===== src/eeprom_rd_regs.svh =====
// constants for the serial memory read engine
`ifndef EEPROM_RD_REGS_SVH
`define EEPROM_RD_REGS_SVH
`define DEV_PREAMBLE   4'hA
`define PERM_QUERY_PRE 4'h6
`define REV_QUERY_PRE  4'h7
`define BYTE_BITS      4'h8
`define BIT_TOP        4'h7
`define ADDR_ONE       8'h01
`define IDLE_BYTE      8'hFF
`define FIFO_WORDS     4
`define DATA_BITS      8
`endif


===== src/eeprom_rd_pkg.sv =====
// types for the serial memory read engine
package eeprom_rd_pkg;
  typedef logic [7:0] addr_t;
  typedef logic [7:0] byte_t;
  typedef logic [2:0] cs_t;
  typedef enum logic [3:0] {
    ST_IDLE, ST_DEV, ST_WACK, ST_WORD, ST_DACK, ST_WDATA,
    ST_QACK, ST_RACK, ST_TX, ST_HACK, ST_WAIT
  } state_e;
endpackage


===== src/byte_fifo_if.sv =====
// fifo carrier between the read engine and its prefetch buffer
`timescale 1ns/1ps
interface byte_fifo_if #(parameter int WIDTH = 8);
  logic             flush;
  logic             in_valid;
  logic             in_ready;
  logic [WIDTH-1:0] in_data;
  logic             out_valid;
  logic             out_ready;
  logic [WIDTH-1:0] out_data;
  modport fifo (input flush, in_valid, in_data, out_ready,
                output in_ready, out_valid, out_data);
  modport user (output flush, in_valid, in_data, out_ready,
                input in_ready, out_valid, out_data);
endinterface


===== src/serial_eeprom_read_engine.sv =====
// two-wire serial memory slave, read side
//
// Overview of operation
// - a read starts like a write, direction bit of device byte is one
// - address counter holds last accessed address plus one
// - counter keeps its value between transactions
// - counter wraps from last byte to first byte, read continues
// - after acking a read address, shift out byte at counter address
// - after repeated start, ack read address, send byte at loaded address
// - sequential read begins as current or random read, host acks to go on
// - each host ack increments address and sends next byte; stop after nack
// - protect status query uses programming sequence with direction bit 1
// - permanent query: ack if flag clear, no ack if programmed
// - reversible query: ack if flag clear, no ack if programmed
`timescale 1ns/1ps
`include "eeprom_rd_regs.svh"
module serial_eeprom_read_engine (
  // clock and reset
  input  wire logic                  i_ref_clk,
  input  wire logic                  i_reset_n,
  // serial bus pins
  input  wire logic                  i_scl,
  input  wire logic                  i_sda,
  output logic                       o_sda_out,
  output logic                       o_sda_oe,
  // chip select pins
  input  wire logic                  i_chip_select_bit2,
  input  wire logic                  i_chip_select_bit1,
  input  wire logic                  i_chip_select_bit0,
  // protect flags
  input  wire logic                  i_permanent_protect_flag,
  input  wire logic                  i_reversible_protect_flag,
  // array read port, data one cycle after o_mem_rd
  output eeprom_rd_pkg::addr_t       o_mem_addr,
  output logic                       o_mem_rd,
  input  wire eeprom_rd_pkg::byte_t  i_mem_data
);
  import eeprom_rd_pkg::*;

  // ************************************
  // pin synchronisers
  // ************************************
  logic [4:0] sync1_reg;
  logic [4:0] sync2_reg;
  logic [1:0] prev_reg;
  logic       scl_s;
  logic       sda_s;
  cs_t        cs_s;
  logic       scl_rise;
  logic       scl_fall;
  logic       start;
  logic       stop;

  always_ff @(posedge i_ref_clk or negedge i_reset_n) begin
    if (!i_reset_n) begin
      sync1_reg <= 5'h1F;
      sync2_reg <= 5'h1F;
      prev_reg  <= 2'h3;
    end else begin
      sync1_reg <= {i_scl, i_sda, i_chip_select_bit2, i_chip_select_bit1, i_chip_select_bit0};
      sync2_reg <= sync1_reg;
      prev_reg  <= sync2_reg[4:3];
    end
  end

  assign scl_s    = sync2_reg[4];
  assign sda_s    = sync2_reg[3];
  assign cs_s     = sync2_reg[2:0];
  assign scl_rise = scl_s && !prev_reg[1];
  assign scl_fall = !scl_s && prev_reg[1];
  assign start    = scl_s && prev_reg[1] && prev_reg[0] && !sda_s;
  assign stop     = scl_s && prev_reg[1] && !prev_reg[0] && sda_s;

  // ************************************
  // address byte decode
  // ************************************
  function automatic logic dev_match(input byte_t b, input cs_t cs, input logic [3:0] pre);
    dev_match = (b[7:4] == pre) && (b[3:1] == cs);
  endfunction

  // ************************************
  // protocol state
  // ************************************
  byte_fifo_if #(.WIDTH(`DATA_BITS)) fq ();

  state_e     state_reg;
  state_e     state_next;
  logic [3:0] cnt_reg;
  logic [3:0] cnt_next;
  byte_t      shift_reg;
  byte_t      shift_next;
  byte_t      tx_reg;
  byte_t      tx_next;
  addr_t      addr_reg;
  addr_t      addr_next;
  logic       oe_reg;
  logic       oe_next;
  logic       ack_reg;
  logic       ack_next;
  logic       flush_reg;
  logic       flush_next;
  logic       sda_out_reg;
  logic       pop;
  logic [2:0] bit_idx;

  assign bit_idx = 3'(`BIT_TOP - cnt_reg);

  always_comb begin
    state_next = state_reg;
    cnt_next   = cnt_reg;
    shift_next = shift_reg;
    tx_next    = tx_reg;
    addr_next  = addr_reg;
    oe_next    = oe_reg;
    ack_next   = ack_reg;
    flush_next = 1'b0;
    pop        = 1'b0;
    if (start) begin
      state_next = ST_DEV;
      cnt_next   = '0;
      oe_next    = 1'b0;
    end else if (stop) begin
      state_next = ST_IDLE;
      oe_next    = 1'b0;
    end else begin
      case (state_reg)
        ST_DEV, ST_WORD, ST_WDATA: begin
          if (scl_rise && cnt_reg != `BYTE_BITS) begin
            shift_next = {shift_reg[6:0], sda_s};
            cnt_next   = 4'(cnt_reg + 1'b1);
          end else if (scl_fall && cnt_reg == `BYTE_BITS) begin
            cnt_next = '0;
            oe_next  = 1'b1;
            if (state_reg == ST_DEV) begin
              // direction bit picks read or write
              if (dev_match(shift_reg, cs_s, `DEV_PREAMBLE)) begin
                state_next = shift_reg[0] ? ST_RACK : ST_WACK;
              end else if (dev_match(shift_reg, cs_s, `PERM_QUERY_PRE) && shift_reg[0]) begin
                oe_next    = !i_permanent_protect_flag;
                state_next = i_permanent_protect_flag ? ST_WAIT : ST_QACK;
              end else if (dev_match(shift_reg, cs_s, `REV_QUERY_PRE) && shift_reg[0]) begin
                oe_next    = !i_reversible_protect_flag;
                state_next = i_reversible_protect_flag ? ST_WAIT : ST_QACK;
              end else begin
                oe_next    = 1'b0;
                state_next = ST_WAIT;
              end
            end else if (state_reg == ST_WORD) begin
              addr_next  = shift_reg;
              flush_next = 1'b1;
              state_next = ST_DACK;
            end else begin
              state_next = ST_DACK;
            end
          end
        end
        ST_WACK: begin
          if (scl_fall) begin
            oe_next    = 1'b0;
            state_next = ST_WORD;
          end
        end
        ST_DACK: begin
          if (scl_fall) begin
            oe_next    = 1'b0;
            state_next = ST_WDATA;
          end
        end
        ST_QACK: begin
          if (scl_fall) begin
            oe_next    = 1'b0;
            state_next = ST_WAIT;
          end
        end
        ST_TX: begin
          if (scl_fall) begin
            if (cnt_reg == `BYTE_BITS) begin
              oe_next    = 1'b0;
              cnt_next   = '0;
              ack_next   = 1'b0;
              state_next = ST_HACK;
            end else begin
              oe_next  = !tx_reg[bit_idx];
              cnt_next = 4'(cnt_reg + 1'b1);
            end
          end
        end
        ST_HACK: begin
          // host ack low continues, high ends
          if (scl_rise) begin
            ack_next = !sda_s;
          end else if (scl_fall && !ack_reg) begin
            state_next = ST_WAIT;
          end
        end
        default: begin
        end
      endcase
      // load next byte and advance counter
      if (scl_fall && (state_reg == ST_RACK || (state_reg == ST_HACK && ack_reg))) begin
        pop        = 1'b1;
        tx_next    = fq.out_valid ? fq.out_data : `IDLE_BYTE;
        flush_next = !fq.out_valid;
        // plus one, wraps naturally at the top
        addr_next  = addr_t'(addr_reg + `ADDR_ONE);
        oe_next    = !tx_next[7];
        cnt_next   = 4'h1;
        state_next = ST_TX;
      end
    end
  end

  always_ff @(posedge i_ref_clk or negedge i_reset_n) begin
    if (!i_reset_n) begin
      state_reg   <= ST_IDLE;
      cnt_reg     <= '0;
      shift_reg   <= '0;
      tx_reg      <= '0;
      addr_reg    <= '0;
      oe_reg      <= 1'b0;
      ack_reg     <= 1'b0;
      flush_reg   <= 1'b0;
      sda_out_reg <= 1'b0;
    end else begin
      state_reg   <= state_next;
      cnt_reg     <= cnt_next;
      shift_reg   <= shift_next;
      tx_reg      <= tx_next;
      addr_reg    <= addr_next;
      oe_reg      <= oe_next;
      ack_reg     <= ack_next;
      flush_reg   <= flush_next;
      sda_out_reg <= 1'b0;
    end
  end

  assign o_sda_oe  = oe_reg;
  assign o_sda_out = sda_out_reg;

  // ************************************
  // prefetch from array into fifo
  // ************************************
  addr_t fetch_reg;
  addr_t fetch_next;
  logic  rd_reg;
  logic  rd_next;
  logic  pend_reg;
  logic  pend_next;

  assign fq.flush     = flush_reg;
  assign fq.in_valid  = pend_reg && !flush_reg;
  assign fq.in_data   = i_mem_data;
  assign fq.out_ready = pop;

  always_comb begin
    rd_next    = !flush_reg && !rd_reg && !pend_reg && fq.in_ready;
    pend_next  = rd_reg && !flush_reg;
    fetch_next = fetch_reg;
    if (flush_reg) begin
      fetch_next = addr_reg;
    end else if (fq.in_valid && fq.in_ready) begin
      fetch_next = addr_t'(fetch_reg + `ADDR_ONE);
    end
  end

  always_ff @(posedge i_ref_clk or negedge i_reset_n) begin
    if (!i_reset_n) begin
      fetch_reg <= '0;
      rd_reg    <= 1'b0;
      pend_reg  <= 1'b0;
    end else begin
      fetch_reg <= fetch_next;
      rd_reg    <= rd_next;
      pend_reg  <= pend_next;
    end
  end

  assign o_mem_addr = fetch_reg;
  assign o_mem_rd   = rd_reg;

  byte_fifo #(.WIDTH(`DATA_BITS), .DEPTH(`FIFO_WORDS)) u_fifo (
    .i_ref_clk (i_ref_clk),
    .i_reset_n (i_reset_n),
    .port      (fq.fifo)
  );

  logic byte_done;
  assign byte_done = scl_fall && !start && !stop && cnt_reg == `BYTE_BITS;
endmodule


===== src/byte_fifo.sv =====
// small prefetch fifo with flush
`timescale 1ns/1ps
module byte_fifo #(
  parameter int WIDTH = 8,
  parameter int DEPTH = 4
) (
  // clock and reset
  input  wire logic i_ref_clk,
  input  wire logic i_reset_n,
  // fifo ports
  byte_fifo_if.fifo port
);
  localparam int PW = $clog2(DEPTH);
  logic [WIDTH-1:0] mem_reg [DEPTH];
  logic [PW-1:0]    wr_reg;
  logic [PW-1:0]    wr_next;
  logic [PW-1:0]    rd_reg;
  logic [PW-1:0]    rd_next;
  logic [PW:0]      cnt_reg;
  logic [PW:0]      cnt_next;
  logic             push;
  logic             pop;

  assign port.in_ready  = (cnt_reg != (PW+1)'(DEPTH));
  assign port.out_valid = (cnt_reg != '0);
  assign port.out_data  = mem_reg[rd_reg];
  assign push = port.in_valid && port.in_ready;
  assign pop  = port.out_ready && port.out_valid;

  always_comb begin
    wr_next  = wr_reg;
    rd_next  = rd_reg;
    cnt_next = cnt_reg;
    if (port.flush) begin
      wr_next  = '0;
      rd_next  = '0;
      cnt_next = '0;
    end else begin
      if (push) begin
        wr_next = PW'(wr_reg + 1'b1);
      end
      if (pop) begin
        rd_next = PW'(rd_reg + 1'b1);
      end
      cnt_next = (PW+1)'(cnt_reg + (PW+1)'(push) - (PW+1)'(pop));
    end
  end

  always_ff @(posedge i_ref_clk or negedge i_reset_n) begin
    if (!i_reset_n) begin
      wr_reg  <= '0;
      rd_reg  <= '0;
      cnt_reg <= '0;
    end else begin
      wr_reg  <= wr_next;
      rd_reg  <= rd_next;
      cnt_reg <= cnt_next;
    end
  end

  always_ff @(posedge i_ref_clk) begin
    if (push && !port.flush) begin
      mem_reg[wr_reg] <= port.in_data;
    end
  end
endmodule


===== config.mk =====
export PLATFORM = sky130hd
export DESIGN_NAME = serial_eeprom_read_engine
export DESIGN_NICKNAME = d
export VERILOG_FILES = /design/src/eeprom_rd_pkg.sv /design/src/byte_fifo_if.sv /design/src/serial_eeprom_read_engine.sv /design/src/byte_fifo.sv
export VERILOG_INCLUDE_DIRS = /design/src /design/src/src
export SDC_FILE = /design/constraint.sdc
export NUM_CORES = 1
export LEC_CHECK = 0
export BUFFER_PORTS_ARGS = -buffer_cell sky130_fd_sc_hd__buf_2
export CORE_MARGIN = 2
export CORE_UTILIZATION = 62
export CTS_CLUSTER_DIAMETER = 100
export DETAILED_ROUTE_END_ITERATION = 10
export PLACE_DENSITY = 0.84
export SKIP_CTS_REPAIR_TIMING = 1
export SYNTH_ARGS = -nofsm -noshare
export SYNTH_HDL_FRONTEND = slang
export SYNTH_SLANG_ARGS = --single-unit

===== constraint.sdc =====
create_clock -name i_ref_clk -period 4.45 [get_ports i_ref_clk]
set_input_delay 0.89 -clock i_ref_clk [delete_from_list [all_inputs] [get_ports i_ref_clk]]
set_output_delay 0.89 -clock i_ref_clk [all_outputs]
set_load 0.02 [all_outputs]

==> flow_summary_export.csv <==
group,metric,value,unit
logic_synthesis,synthArstFlopShare,66.7,%
logic_synthesis,synth_most_common_cell,"dfrtp_1",
worst_setup_path,cp_max_fo,22,
worst_setup_path,required,4.66,ns
sta,fin_tns_setup,0,ns
route,vias_per_cell,6.08,
layout,multi_input_area,0.00191,mm^2
placement,dpl.hpwl,5870,um
sta,finalCritPeriodShare,72.1,%
layout,fill_cells,532,
die,die_w,90.3,um
worst_setup_path,critical_path_arrival,3.42,ns
flow_run,maxCapViolCount,0,
sta,setup_violations,0,
layout,stdcell_count,508,
sta,hold_ws,0.359,ns
logic_synthesis,netlist_area,0.00461,mm^2
grt,grt_pass1_wl,14000,um
die,die_h,90.3,um
cts,insertion_delay,0.36,ns
worst_setup_path,path_cells,"nand3b_1, a21o_1, nor2_1, ha_1, inv_1, ha_1, inv_1, fa_1, xor2_1, xnor2_1, nor2_1",
sta,final_hold_viol_count,0,
layout,nNetsFinal,433,
logic_synthesis,yosys_warnings,0,
grt,track_usage,21.7,%
placement,portBuffers,26,
logic_synthesis,synth-edff-count,32,
layout,largest_reg_flops,32,
worst_setup_path,r2r_start,"state_reg[0]$_DFFE_PN0P_",
min_path,whs_path_depth,0,
grt,grt_remaining_overflow,0,
power,power_frac_comb,32.1,%
sta,fin_ws,1.24,ns
cts,clock_path_buffers,2,
route,drtPass1Iterations,5,
cts,clockRootBuffer,"clkbuf_8",
placement,pre_cts_slack,1.32,ns
layout,drive_gt1_share,19.8,%
logic_synthesis,synth_top_area_share,28.2,%
layout,regArea,0.00258,mm^2
grt,grt_start_max_net_pins,46,
power,intPower,1.91,mW
sta,grt_setup_unrepaired,"no",
sta,fmax,312,MHz
route,drt-total-wl,8460,um
power,vdd_drop_max,0.410,mV
cts,numCtsBuffers,9,
die,design.core.area,0.00721,mm^2
cts,cts_sinks,96,
cts,htree_num_levels,3,
power,powerDensity,605,mW/mm^2
power,power_switching,1.10,mW
die,start_util,63.9,%
power,netSwitchingFraction,36.5,%
layout,syn_to_final_growth,7.97,%
grt,first_global_vias,2848,
worst_setup_path,crit_family,"adder cells",
worst_setup_path,slowest_delay,0.75,ns
min_path,hold_end,"sync2_reg[0]$_DFF_PN1_",
logic_synthesis,synth_top_cell_by_area,"dfrtp_1",
logic_synthesis,syn_avg_cell_area,12.0,um^2
worst_setup_path,critical_path_class,"reg2reg",
layout,antenna_cells,0,
min_path,min-delay-start,"sync1_reg[0]$_DFF_PN1_",
logic_synthesis,ys_ff_latch,96,
sta,tightest_slew,0.976,ns
route,vias,3088,
route,wire_per_inst,16.6,um
worst_setup_path,critical_path_buf_inv_count,2,
power,clock_power_share,18.3,%
die,dieArea,0.00815,mm^2
cts,cts_tree,"built",
sta,clock_skew,0.0105,ns
route,postRouteAntennaNets,0,
logic_synthesis,synth_ff_type,"dfrtp_1",
route,drc,0,
logic_synthesis,synth_cell_type_count,69,
power,power_leakage,1.99,nW
die,placementRows,31,
status,status,"complete, no violations",
logic_synthesis,synth.net_count,413,
placement,gp_congestion,0.880,
sta,drv_slew,0,
worst_setup_path,r2r_cells,11,
worst_setup_path,slowest_stage,"dfrtp_1",
worst_setup_path,startpoint_type,"flip-flop",
power,power_frac_seq,49.5,%
worst_setup_path,r2r_end,"u_fifo.cnt_reg[2]$_DFF_PN0_",
route,drtIter0Drc,246,
die,ioPinCount,28,
logic_synthesis,yosysSeqAreaShare,55.9,%
sta,slew_headroom,34.9,%
worst_setup_path,end_kind,"flip-flop",
logic_synthesis,syn_inst,385,
worst_setup_path,rrSetupSlack,1.24,ns
layout,final_util,69.0,%
placement,place_inst,493,
cts,clkTransAtPathRegs,0.09,ns
min_path,hold_class,"reg2reg",
sta,min_period,3.21,ns
logic_synthesis,synth_commonest_cells,"dfrtp_1 (52), nand2_1 (39), edfxtp_1 (32), o21ai_0 (20), nor2_1 (19)",
grt,antenna_found_initial,0,
logic_synthesis,yosys-top-cells-area,"dfrtp_1 (28%), edfxtp_1 (21%), dfstp_2 (6.8%)",
[worst max path at each step]
stage / depth (start not counted) / slack, ns / startpoint / end
3_5_place_dp: 11 / 1.32 / state_reg[0]$_DFFE_PN0P_ / u_fifo.cnt_reg[2]$_DFF_PN0_
3_3_place_gp: 11 / 1.52 / state_reg[0]$_DFFE_PN0P_ / u_fifo.cnt_reg[2]$_DFF_PN0_
4_1_cts: 11 / 1.29 / state_reg[0]$_DFFE_PN0P_ / u_fifo.cnt_reg[2]$_DFF_PN0_
5_1_grt: 11 / 0.98 / state_reg[0]$_DFFE_PN0P_ / u_fifo.cnt_reg[2]$_DFF_PN0_
6_report: 11 / 1.24 / state_reg[0]$_DFFE_PN0P_ / u_fifo.cnt_reg[2]$_DFF_PN0_
2_1_floorplan: 12 / 1.87 / prev_reg[1]$_DFF_PN1_ / u_fifo.cnt_reg[2]$_DFF_PN0_
[per-stage QoR]
| stage | area [um^2] | power, mW |
|---|---|---|
| 2_1_floorplan | 4610 | 2.21 |
| 3_3_place_gp | 4790 | 2.41 |
| 3_5_place_dp | 4790 | 2.46 |
| 4_1_cts | 4980 | 3.03 |
| 5_1_grt | 4980 | 3.22 |
| 6_report | 4980 | 3.01 |
[area by class of cell]
class,count,area share [%]
multi-input cells,262,38.4
clock buffers,9,2.49
well taps,99,2.49
flip-flops and latches,96,51.7
inverters,8,0.603
repair buffers,28,2.91
clock inverters,6,1.38
[layer usage]
metal | vias to the layer above | part of all wire, % | global-route usage [%]
met5 | - | 0 | 0
met2 | 86 | 48 | 33.5
met3 | 13 | 3.8 | 4.26
met1 | 1512 | 46 | 30.7
met4 | 0 | 2.0 | 8.97
li1 | 1477 | - | -
[placed cells by master, fill, tap and decap left out, types with 4 or more instances in the layout]
| cell type | synthesis | routed |
|---|---|---|
| o21ai_1 | 5 | 5 |
| buf_2 | 9 | 26 |
| dfrtp_1 | 52 | 52 |
| nor2_1 | 19 | 19 |
| xor2_1 | 5 | 5 |
| nand4_1 | 4 | 4 |
| edfxtp_1 | 32 | 32 |
| mux2_2 | 8 | 8 |
| nand2_1 | 39 | 39 |
| and3_1 | 4 | 4 |
| dfstp_2 | 12 | 12 |
| nor2b_1 | 4 | 4 |
| nand3_1 | 12 | 12 |
| a21oi_1 | 13 | 13 |
| nor3_1 | 7 | 7 |
| a31oi_1 | 7 | 7 |
| and2_1 | 4 | 4 |
| inv_1 | 8 | 8 |
| mux4_2 | 10 | 10 |
| nand2b_1 | 7 | 7 |
| clkbuf_8 | 0 | 9 |
| o211ai_1 | 5 | 5 |
| ha_1 | 10 | 10 |
| o21ai_0 | 20 | 20 |
| xnor2_1 | 11 | 11 |
[power groups by stage]
stage	combinational [mW]	sequential, mW	clock (mW)
after CTS	0.972	1.49	0.569
after detailed placement	0.963	1.50	0
after global placement	0.927	1.48	0
after global routing	1.08	1.53	0.605
final	0.969	1.49	0.553
after floorplan	0.791	1.42	0
[logic make-up after synthesis]
logic type                 synth area share [%]
muxes                                      8.22
other                                    0.0813
xor gates and xnor gates                   3.04
and+or+nand+nor                            14.9
DFF                                        55.9
adders and majority gates                  3.15
AOI/OAI and AO/OA                          12.1
buffers and inverters                      2.68
Power figures use the tool's default switching activity.
